### config.mk
export PLATFORM = sky130hd
export DESIGN_NAME = hs_io_gpio_serdes
export DESIGN_NICKNAME = d
export VERILOG_FILES = /design/src/include/hs_io_gpio_serdes_pkg.sv /design/src/hs_io_gpio_serdes.sv
export SDC_FILE = /design/constraint.sdc
export NUM_CORES = 1
export LEC_CHECK = 0
export BUFFER_PORTS_ARGS = -buffer_cell sky130_fd_sc_hd__buf_2
export CAP_MARGIN = 10
export CELL_PAD_IN_SITES_DETAIL_PLACEMENT = 0
export CELL_PAD_IN_SITES_GLOBAL_PLACEMENT = 1
export CORE_UTILIZATION = 40
export DETAILED_ROUTE_END_ITERATION = 12
export PLACE_DENSITY = 0.81
export SLEW_MARGIN = 30
export SYNTH_ARGS = -nofsm -noshare
export SYNTH_HDL_FRONTEND = slang
export SYNTH_SLANG_ARGS = --single-unit
### constraint.sdc
create_clock -name clock -period 3.85 [get_ports clock]
set_clock_uncertainty 0.05 [all_clocks]
set_input_delay 0.1925 -clock clock [delete_from_list [all_inputs] [get_ports clock]]
set_output_delay 0.1925 -clock clock [all_outputs]
set_load 0.02 [all_outputs]
### src/include/hs_io_gpio_serdes_pkg.sv
// Constants, register map and mode encodings for the fast pad pair block.
// Assumes a 32-bit classic Wishbone slave port with word-aligned registers.
package hs_io_gpio_serdes_pkg;
   localparam int WORD_MAX = 10;
   localparam int GPIO_W = 4;
   localparam int DELAY_W = 6;
   localparam int DELAY_STEPS = 64;
   localparam int FIFO_WORDS = 8;
   localparam int ADR_W = 4;
   localparam int FACT_W = 4;
   localparam int QUIET_W = 5;
   localparam logic [QUIET_W-1:0] LOCK_COUNT = 5'h10;
   localparam logic [DELAY_W-1:0] DELAY_MIN = 6'h00;
   localparam logic [DELAY_W-1:0] DELAY_MAX = 6'h3f;

   // Register offsets
   localparam logic [ADR_W-1:0] CTRL_OFS = 4'h0;
   localparam logic [ADR_W-1:0] STAT_OFS = 4'h4;
   localparam logic [31:0] CTRL_RESET = 32'h0000_8004;

   // Control field positions
   localparam int CTRL_DIFF = 0;
   localparam int CTRL_INMODE = 1;
   localparam int CTRL_RESYNC = 3;
   localparam int CTRL_OUTMODE = 4;
   localparam int CTRL_OEREG = 6;
   localparam int CTRL_HALF = 7;
   localparam int CTRL_FACT = 8;
   localparam int CTRL_FIFO = 12;
   localparam int CTRL_ALIGN = 13;
   localparam int CTRL_TERM = 14;
   localparam int CTRL_RXEN = 15;
   localparam int CTRL_DINIT = 16;

   // Status field positions
   localparam int STAT_DELAY = 0;
   localparam int STAT_EMPTY = 8;
   localparam int STAT_FULL = 9;
   localparam int STAT_LOCK = 10;
   localparam int STAT_COUNT = 11;

   // Synchroniser lanes
   localparam int S_ECLK = 0;
   localparam int S_ICLK = 1;
   localparam int S_ESER = 2;
   localparam int S_ISER = 3;
   localparam int S_PADP = 4;
   localparam int S_PADN = 5;
   localparam int S_LANES = 6;

   typedef enum logic [1:0] {
      IN_BYPASS = 2'b00,
      IN_REG = 2'b01,
      IN_DUAL = 2'b10,
      IN_DESER = 2'b11
   } in_mode_t;

   typedef enum logic [1:0] {
      OUT_REG = 2'b00,
      OUT_DUAL = 2'b01,
      OUT_SER = 2'b10,
      OUT_SPARE = 2'b11
   } out_mode_t;
endpackage

### src/hs_io_gpio_serdes.sv
// Fast pad pair I/O logic: dual-edge registers, serializer, deserializer,
// dynamic delay counter, phase alignment and receive FIFO.
// Assumes pad levels and all four core clocks arrive asynchronously.
// Contract
// - Pair works single-ended twice or differential once
// - Input bus bit0 normal, dual-edge bit1 falling
// - Output bus bit0 normal, dual-edge bit1 falling
// - Deserializer puts first bit at bit0
// - Serializer sends bit0 first, last bit last
// - Delay steps up or down while enabled
// - Clear returns delay counter to initial setting
// - Egress clock registers output, ingress clock input
// - Serial clocks drive serializer and deserializer
// - Bypass mode routes pad to alternate output
// - Serialization factor up to ten bits
// - Optional eight-word receive FIFO, receive only
// - Full rate transfers on serial rising edge
// - Half rate transfers on both serial edges
// - Phase alignment centres sampling, full rate only
// - Termination and input enable switch at runtime
// - Resync delays falling sample half a cycle
// - Sixty-four delay steps, input path only
//
// The register addresses and the Wishbone interface to the registers were left to the implementer.
`timescale 1ns/10ps
module hs_io_gpio_serdes
   import hs_io_gpio_serdes_pkg::*;
#(
   parameter int WORD_W = WORD_MAX,
   parameter int FIFO_DEPTH = FIFO_WORDS
)
(
   input wire logic clock,
   input wire logic rstn,
   input wire logic cyc_i,
   input wire logic stb_i,
   input wire logic we_i,
   input wire logic [ADR_W-1:0] adr_i,
   input wire logic [31:0] dat_i,
   input wire logic [3:0] sel_i,
   output logic [31:0] dat_o,
   output logic ack_o,
   input wire logic egressRegisterClock,
   input wire logic ingressRegisterClock,
   input wire logic egressSerialClock,
   input wire logic ingressSerialClock,
   input wire logic padInP,
   input wire logic padInN,
   output logic padOutP,
   output logic padOeP,
   output logic padOutN,
   output logic padOeN,
   input wire logic [WORD_W-1:0] coreOut,
   input wire logic coreOutN,
   input wire logic coreOe,
   input wire logic negativeSideOutputEnable,
   output logic [WORD_W-1:0] coreIn,
   output logic coreInN,
   output logic alternateBypassInput,
   input wire logic delayAdjustEnable,
   input wire logic delayStepDirection,
   input wire logic delayCounterClear,
   output logic [DELAY_W-1:0] delaySetting,
   output logic alignLock,
   input wire logic fifoRead,
   output logic [WORD_W-1:0] fifoWord,
   output logic fifoEmpty,
   output logic lvdsTermEnable,
   output logic lvdsInputEnable
);
   localparam int PTR_W = $clog2(FIFO_DEPTH);

   // Elaboration-time refusal of widths and depths the logic cannot serve
   if (WORD_W < GPIO_W || WORD_W > WORD_MAX || FIFO_DEPTH < 2 ||
       (1 << PTR_W) != FIFO_DEPTH || DELAY_STEPS != (1 << DELAY_W))
   begin
      $error("hs_io_gpio_serdes: unsupported parameter values");
   end

   function automatic logic [DELAY_W-1:0] stepDelay(input logic [DELAY_W-1:0] v,
                                                    input logic up);
      if (up)
         stepDelay = (v == DELAY_MAX) ? v : v + 6'h01;
      else
         stepDelay = (v == DELAY_MIN) ? v : v - 6'h01;
   endfunction

   // Synchronisers and edge detectors
   logic [S_LANES-1:0] syncAQ, syncBQ, syncCQ;
   always_ff @(posedge clock or negedge rstn)
   begin
      if (!rstn)
      begin
         syncAQ <= '0;
         syncBQ <= '0;
         syncCQ <= '0;
      end
      else
      begin
         syncAQ <= {padInN, padInP, ingressSerialClock, egressSerialClock,
                    ingressRegisterClock, egressRegisterClock};
         syncBQ <= syncAQ;
         syncCQ <= syncBQ;
      end
   end
   logic [S_LANES-1:0] riseE, fallE;
   assign riseE = syncBQ & ~syncCQ;
   assign fallE = ~syncBQ & syncCQ;

   // Register file
   logic [31:0] ctrl_q, ctrl_d, rdata_q, rdata_d, status;
   logic ack_q, ack_d;
   logic reqValid;
   assign reqValid = cyc_i & stb_i & ~ack_q;
   always_comb
   begin
      ctrl_d = ctrl_q;
      rdata_d = rdata_q;
      ack_d = reqValid;
      if (reqValid)
      begin
         rdata_d = 32'h0000_0000;
         if (we_i && adr_i == CTRL_OFS)
         begin
            for (int i = 0; i < 4; i++)
               if (sel_i[i])
                  ctrl_d[8*i +: 8] = dat_i[8*i +: 8];
         end
         else if (!we_i && adr_i == CTRL_OFS)
            rdata_d = ctrl_q;
         else if (!we_i && adr_i == STAT_OFS)
            rdata_d = status;
      end
   end
   always_ff @(posedge clock or negedge rstn)
   begin
      if (!rstn)
      begin
         ctrl_q <= CTRL_RESET;
         rdata_q <= '0;
         ack_q <= 1'b0;
      end
      else
      begin
         ctrl_q <= ctrl_d;
         rdata_q <= rdata_d;
         ack_q <= ack_d;
      end
   end
   assign dat_o = rdata_q;
   assign ack_o = ack_q;

   // Decoded configuration
   logic diffMode, resync, oeReg, halfRate, fifoOn, alignOn;
   logic [FACT_W-1:0] rawFactor, factor;
   in_mode_t inMode;
   out_mode_t outMode;
   assign diffMode = ctrl_q[CTRL_DIFF];
   assign inMode = in_mode_t'(ctrl_q[CTRL_INMODE +: 2]);
   assign resync = ctrl_q[CTRL_RESYNC];
   assign outMode = out_mode_t'(ctrl_q[CTRL_OUTMODE +: 2]);
   assign oeReg = ctrl_q[CTRL_OEREG];
   assign halfRate = ctrl_q[CTRL_HALF];
   assign fifoOn = ctrl_q[CTRL_FIFO];
   assign alignOn = ctrl_q[CTRL_ALIGN] & ~halfRate;
   assign rawFactor = ctrl_q[CTRL_FACT +: FACT_W];
   assign factor = (rawFactor == 4'h0 || 32'(rawFactor) > WORD_W) ?
                   FACT_W'(WORD_W) : rawFactor;
   assign lvdsTermEnable = ctrl_q[CTRL_TERM];
   assign lvdsInputEnable = ctrl_q[CTRL_RXEN];

   // Serial bit events: rising only at full rate, both edges at half rate
   logic iserEvt, eserEvt, rxP;
   assign iserEvt = riseE[S_ISER] | (halfRate & fallE[S_ISER]);
   assign eserEvt = riseE[S_ESER] | (halfRate & fallE[S_ESER]);
   assign rxP = syncBQ[S_PADP] & (~diffMode | lvdsInputEnable);

   // Input path
   logic [WORD_W-1:0] inWord_q, inWord_d, deserSh_q, deserSh_d, deserWord_q, deserWord_d;
   logic [FACT_W-1:0] deserIdx_q, deserIdx_d;
   logic fallHold_q, fallHold_d, deserRdy_q, deserRdy_d, inN_q, inN_d, alt_q, alt_d;
   logic push;
   always_comb
   begin
      inWord_d = inWord_q;
      deserSh_d = deserSh_q;
      deserWord_d = deserWord_q;
      deserIdx_d = deserIdx_q;
      fallHold_d = fallHold_q;
      deserRdy_d = deserRdy_q;
      inN_d = inN_q;
      alt_d = (inMode == IN_BYPASS) ? rxP : 1'b0;
      if (riseE[S_ICLK])
      begin
         unique case (inMode)
            IN_BYPASS: ;
            IN_REG: inWord_d = {{(WORD_W-1){1'b0}}, rxP};
            IN_DUAL:
            begin
               inWord_d[0] = rxP;
               if (resync)
                  inWord_d[1] = fallHold_q;
            end
            IN_DESER:
            begin
               if (deserRdy_q && !fifoOn)
                  inWord_d = deserWord_q;
               deserRdy_d = 1'b0;
            end
         endcase
         if (!diffMode && inMode != IN_BYPASS)
            inN_d = syncBQ[S_PADN];
      end
      if (fallE[S_ICLK] && inMode == IN_DUAL)
      begin
         fallHold_d = rxP;
         if (!resync)
            inWord_d[1] = rxP;
      end
      if (iserEvt && inMode == IN_DESER)
      begin
         deserSh_d[deserIdx_q] = rxP;
         if (deserIdx_q == factor - 4'h1)
         begin
            deserWord_d = deserSh_d;
            deserRdy_d = 1'b1;
            deserIdx_d = 4'h0;
         end
         else
            deserIdx_d = deserIdx_q + 4'h1;
      end
   end
   assign push = riseE[S_ICLK] & (inMode == IN_DESER) & deserRdy_q & fifoOn;
   always_ff @(posedge clock or negedge rstn)
   begin
      if (!rstn)
      begin
         inWord_q <= '0;
         deserSh_q <= '0;
         deserWord_q <= '0;
         deserIdx_q <= '0;
         fallHold_q <= 1'b0;
         deserRdy_q <= 1'b0;
         inN_q <= 1'b0;
         alt_q <= 1'b0;
      end
      else
      begin
         inWord_q <= inWord_d;
         deserSh_q <= deserSh_d;
         deserWord_q <= deserWord_d;
         deserIdx_q <= deserIdx_d;
         fallHold_q <= fallHold_d;
         deserRdy_q <= deserRdy_d;
         inN_q <= inN_d;
         alt_q <= alt_d;
      end
   end
   assign coreIn = inWord_q;
   assign coreInN = inN_q;
   assign alternateBypassInput = alt_q;

   // Output path, never delayed by the dynamic chain
   logic [WORD_W-1:0] outSh_q, outSh_d;
   logic [FACT_W-1:0] outIdx_q, outIdx_d;
   logic outP_q, outP_d, outLo_q, outLo_d, oeP_q, oeP_d, outN_q, outN_d, oeN_q, oeN_d;
   always_comb
   begin
      outSh_d = outSh_q;
      outIdx_d = outIdx_q;
      outP_d = outP_q;
      outLo_d = outLo_q;
      oeP_d = oeP_q;
      outN_d = outN_q;
      oeN_d = oeN_q;
      if (eserEvt && outMode == OUT_SER)
      begin
         outP_d = outSh_q[outIdx_q];
         outIdx_d = (outIdx_q == factor - 4'h1) ? 4'h0 : outIdx_q + 4'h1;
      end
      if (riseE[S_ECLK])
      begin
         unique case (outMode)
            OUT_REG: outP_d = coreOut[0];
            OUT_DUAL:
            begin
               outP_d = coreOut[0];
               outLo_d = coreOut[1];
            end
            OUT_SER:
            begin
               outSh_d = coreOut;
               outIdx_d = 4'h0;
            end
            OUT_SPARE: ;
         endcase
         if (!diffMode)
            outN_d = coreOutN;
      end
      if (fallE[S_ECLK] && outMode == OUT_DUAL)
         outP_d = outLo_q;
      if (!oeReg || riseE[S_ECLK])
      begin
         oeP_d = coreOe;
         oeN_d = negativeSideOutputEnable;
      end
      if (diffMode)
         outN_d = ~outP_d;
   end
   always_ff @(posedge clock or negedge rstn)
   begin
      if (!rstn)
      begin
         outSh_q <= '0;
         outIdx_q <= '0;
         outP_q <= 1'b0;
         outLo_q <= 1'b0;
         oeP_q <= 1'b0;
         outN_q <= 1'b0;
         oeN_q <= 1'b0;
      end
      else
      begin
         outSh_q <= outSh_d;
         outIdx_q <= outIdx_d;
         outP_q <= outP_d;
         outLo_q <= outLo_d;
         oeP_q <= oeP_d;
         outN_q <= outN_d;
         oeN_q <= oeN_d;
      end
   end
   assign padOutP = outP_q;
   assign padOeP = oeP_q;
   assign padOutN = outN_q;
   assign padOeN = oeN_q;

   // Delay counter and phase alignment
   logic [DELAY_W-1:0] delay_q, delay_d;
   logic [QUIET_W-1:0] quiet_q, quiet_d;
   logic lock_q, lock_d, probe_q, probe_d, early_q, early_d, sample_q, sample_d;
   logic prev_q, prev_d;
   always_comb
   begin
      delay_d = delay_q;
      quiet_d = quiet_q;
      lock_d = lock_q;
      probe_d = 1'b0;
      early_d = early_q;
      sample_d = sample_q;
      prev_d = rxP;
      if (delayCounterClear)
      begin
         delay_d = ctrl_q[CTRL_DINIT +: DELAY_W];
         quiet_d = '0;
         lock_d = 1'b0;
      end
      else if (alignOn)
      begin
         if (probe_q)
         begin
            if (rxP != sample_q)
               delay_d = stepDelay(delay_q, 1'b0);
            if (early_q || rxP != sample_q)
               quiet_d = '0;
            else if (quiet_q != LOCK_COUNT)
               quiet_d = quiet_q + 5'h01;
            lock_d = (quiet_d == LOCK_COUNT);
         end
         if (iserEvt)
         begin
            sample_d = rxP;
            probe_d = 1'b1;
            early_d = (prev_q != rxP);
            if (prev_q != rxP)
               delay_d = stepDelay(delay_q, 1'b1);
         end
      end
      else if (delayAdjustEnable && riseE[S_ICLK])
         delay_d = stepDelay(delay_q, delayStepDirection);
   end
   always_ff @(posedge clock or negedge rstn)
   begin
      if (!rstn)
      begin
         delay_q <= DELAY_MIN;
         quiet_q <= '0;
         lock_q <= 1'b0;
         probe_q <= 1'b0;
         early_q <= 1'b0;
         sample_q <= 1'b0;
         prev_q <= 1'b0;
      end
      else
      begin
         delay_q <= delay_d;
         quiet_q <= quiet_d;
         lock_q <= lock_d;
         probe_q <= probe_d;
         early_q <= early_d;
         sample_q <= sample_d;
         prev_q <= prev_d;
      end
   end
   assign delaySetting = delay_q;
   assign alignLock = lock_q;

   // Receive FIFO
   logic [WORD_W-1:0] fifoMem [FIFO_DEPTH];
   logic [PTR_W-1:0] wrPtr_q, wrPtr_d, rdPtr_q, rdPtr_d;
   logic [PTR_W:0] count_q, count_d;
   logic [WORD_W-1:0] fword_q, fword_d;
   logic empty_q, empty_d, doPush, doPop;
   assign doPush = push && (count_q != (PTR_W+1)'(FIFO_DEPTH));
   assign doPop = fifoRead && (count_q != '0);
   always_comb
   begin
      wrPtr_d = doPush ? wrPtr_q + 1'b1 : wrPtr_q;
      rdPtr_d = doPop ? rdPtr_q + 1'b1 : rdPtr_q;
      fword_d = doPop ? fifoMem[rdPtr_q] : fword_q;
      count_d = count_q + (PTR_W+1)'(doPush) - (PTR_W+1)'(doPop);
      empty_d = (count_d == '0);
   end
   always_ff @(posedge clock)
   begin
      if (doPush)
         fifoMem[wrPtr_q] <= deserWord_q;
   end
   always_ff @(posedge clock or negedge rstn)
   begin
      if (!rstn)
      begin
         wrPtr_q <= '0;
         rdPtr_q <= '0;
         count_q <= '0;
         fword_q <= '0;
         empty_q <= 1'b1;
      end
      else
      begin
         wrPtr_q <= wrPtr_d;
         rdPtr_q <= rdPtr_d;
         count_q <= count_d;
         fword_q <= fword_d;
         empty_q <= empty_d;
      end
   end
   assign fifoWord = fword_q;
   assign fifoEmpty = empty_q;

   // Status readback
   always_comb
   begin
      status = 32'h0000_0000;
      status[STAT_DELAY +: DELAY_W] = delay_q;
      status[STAT_EMPTY] = empty_q;
      status[STAT_FULL] = (count_q == (PTR_W+1)'(FIFO_DEPTH));
      status[STAT_LOCK] = lock_q;
      status[STAT_COUNT +: PTR_W+1] = count_q;
   end
endmodule

==> flow_metrics.tcl <==
set metrics [dict create \
    worstSetupPathType "reg2reg" \
    drt_first_pass_iters 6 \
    max-cap-violations 0 \
    crit_path_end_kind "flop" \
    synthArstFlopShare 0.686 \
    synth_cells 910 \
    yosys.area.top_type "dfrtp_1" \
    cts_resized 0 \
    syn-cell-area_sq_um 11300 \
    relSlewSlack 0.396 \
    routedWlPerCell_um 17.5 \
    reg2reg_depth 10 \
    die_width_um 170 \
    io-pin-count 137 \
    yosysSeqAreaShare 0.602 \
    final_common_cell "dfrtp_1" \
    path_clk_slew_ps 60 \
    antenna_left 0 \
    critPathMaxFanout 14 \
    grt_max_degree 92 \
    drt_wl_total_mm 26.2 \
    synth_fa_ha_area_frac 0.0229 \
    synthMuxAreaShare 0.121 \
    place.gp.congestion 0.848 \
    synthSimpleGateAreaFrac 0.119 \
    drt_iter0_drc 515 \
    cts.sinks 255 \
    grtUsageTotal 0.185 \
    drc 0 \
    area_growth_syn_to_layout_pct 23.1 \
    synthXorXnorAreaFrac 0.0162 \
    finalCriticalPeriod_ps 2840 \
    ys_warn_count 0 \
    period_share 0.738 \
    final.setup.tns_ps 0 \
    synth_fp_nets 998 \
    grt.overflow.total 0 \
    row_count 61 \
    finalSetupViolations 0 \
    drive_gt1_frac 0.257 \
    synth_area_per_cell_sq_um 12.4 \
    synth_top_area_frac 0.382 \
    grt_pass1_vias 7780 \
    synth_cell_type_count 69 \
    synth_compound_area_frac 0.0979 \
    status "completed" \
    die_area_sq_um 28900 \
    synth_edf_count 80 \
    synth_top_family_by_area "multiplexers" \
    max-vdd-ir-drop_v 0.000334 \
    antenna_found_initial 1 \
    hpwlAfterDp_mm 17.7 \
    vias 7830 \
    post_cts_buffers 0 \
    cts_root_buf "clkbuf_16" \
    cts_tree "yes" \
    via_per_inst 5.21 \
    yosys-top-cells-area "dfrtp_1, edfxtp_1, mux2_2" \
    critPathRequiredTime_ps 4260 \
    synth-seq-cells 255 \
    crit_arrival_ps 3250 \
    fp.dieH_um 170 \
    portBuffers 136 \
    max-clock-path-buffers 3 \
    start_util 0.406 \
    stdcell_count 1502 \
    rsz0062_at_grt "no" \
    finalMaxSlewViolations 0 \
    clock_latency_ps 550 \
    min_path_cells 3 \
    nets 1189 \
    htree_num_levels 1 \
    fmax_mhz 352 \
    coreArea_sq_um 27800 \
    cts_made_buffers 28 \
    layout_common_cells "dfrtp_1, buf_2, nand2_1" \
    critPathLaunchType "flop" \
    grt_first_pass_wirelength_mm 42.1 \
    p_leak_nw 6.18 \
    hold_viol_final 0 \
    worst_pin_slew_ps 903 \
    pwr_density_cell_nw_per_um2 515 \
    synth_ff_type "dfrtp_1" \
    hold_class "in2reg" \
    dpl.cell_count 1397 \
]
==> synthesized netlist by cell type (all sizes together) (8+ instances only) <==
| master | number |
|---|---|
| dfrtp | 172 |
| nand2 | 130 |
| edfxtp | 80 |
| mux2 | 56 |
| o21ai | 54 |
| nor2 | 45 |
| a21oi | 34 |
| clkbuf | 33 |
| nand3 | 31 |
| inv | 23 |
| mux2i | 22 |
| mux4 | 22 |
| ha | 19 |
| nor2b | 14 |
| nor3 | 13 |
| xnor2 | 13 |
| a31oi | 12 |
| nand2b | 12 |
| a22o | 9 |
| a21o | 8 |
==> critical path: stages (launching register included) <==
cell      delay (ps)
dfstp_2          670
nand3_1          190
a211oi_2         420
inv_1             90
ha_1             300
inv_1             50
ha_1             150
inv_1             50
fa_1             470
inv_1             50
nor4_1           260
==> worst paths after layout <==
check	end	slack, ps	from
setup / recovery	fifoEmpty	1010	ctrl_q[2]
hold / removal	delaySetting[5]	30	delayCounterClear
setup reg to reg	fifoEmpty	1010	ctrl_q[2]
hold reg to reg	syncBQ[4]	290	syncAQ[4]
max in group asynchronous	deserSh_q[3]	2570	rstn
min in group asynchronous	quiet_q[0]	220	rstn
==> routing by layer <==
metal | global-route usage | wire [um] | vias up
met5 | 0 | 0 | -
met4 | 0.0576 | 707 | 0
met3 | 0.0335 | 1320 | 43
met2 | 0.292 | 12300 | 223
met1 | 0.258 | 11900 | 3870
li1 | - | - | 3694
==> where the power goes <==
| group | switching (mW) | leakage, nW | internal (mW) |
|---|---|---|---|
| logic | 0.581 | 2.55 | 0.532 |
| clock network | 1.13 | 0.472 | 1.68 |
| registers | 0.268 | 3.16 | 2.97 |
==> final cells by class <==
type | count | area [sq um]
well taps | 378 | 473
inverters | 23 | 86.3
clock buffers | 36 | 761
diodes | 1 | 2.50
multi-input cells | 593 | 4260
repair buffers | 200 | 1300
fillers | 2508 | 13900
flip-flops and latches | 255 | 6790
clock inverters | 16 | 215
==> metrics by stage <==
step	util	instance area, sq um	worst slack (ps)	hold slack [ps]	total power [mW]
6_report	0.500	13900	1010	30.5	7.15
5_1_grt	0.500	13900	717	22.6	7.45
4_1_cts	0.499	13900	1030	8.00	7.20
3_5_place_dp	0.446	12400	1030	252	4.36
3_3_place_gp	0.446	12400	1050	251	4.34
2_1_floorplan	-	11300	1200	-153	4.01
==> cell families (layout without fill, tap and decap cells) <==
| group | after synthesis | count (layout) |
|---|---|---|
| other cells | 0 | 1 |
| compound gates | 172 | 172 |
| buf+inv | 62 | 275 |
| mux | 100 | 100 |
| simple gates | 281 | 281 |
| fa+ha+maj | 20 | 20 |
| xor+xnor | 20 | 20 |
| flops | 255 | 255 |
==> registers in the layout (all words and copies together), names as in the netlist, 3 cells and up <==
name,count
fifoMem,80
ctrl_q,32
dat_o,32
coreIn,10
deserSh_q,10
deserWord_q,10
fifoWord,10
outSh_q,10
delaySetting,6
syncAQ,6
syncBQ,6
quiet_q,5
count_q,4
deserIdx_q,4
outIdx_q,4
syncCQ,4
rdPtr_q,3
wrPtr_q,3
==> repair_timing <==
action / CTS / global route
endpoints found under the setup margin: 0 / 0
hold buffers: 52 / 0
hold endpoints to repair: 138 / 0
No activity file was read; power rests on OpenSTA's default activity.
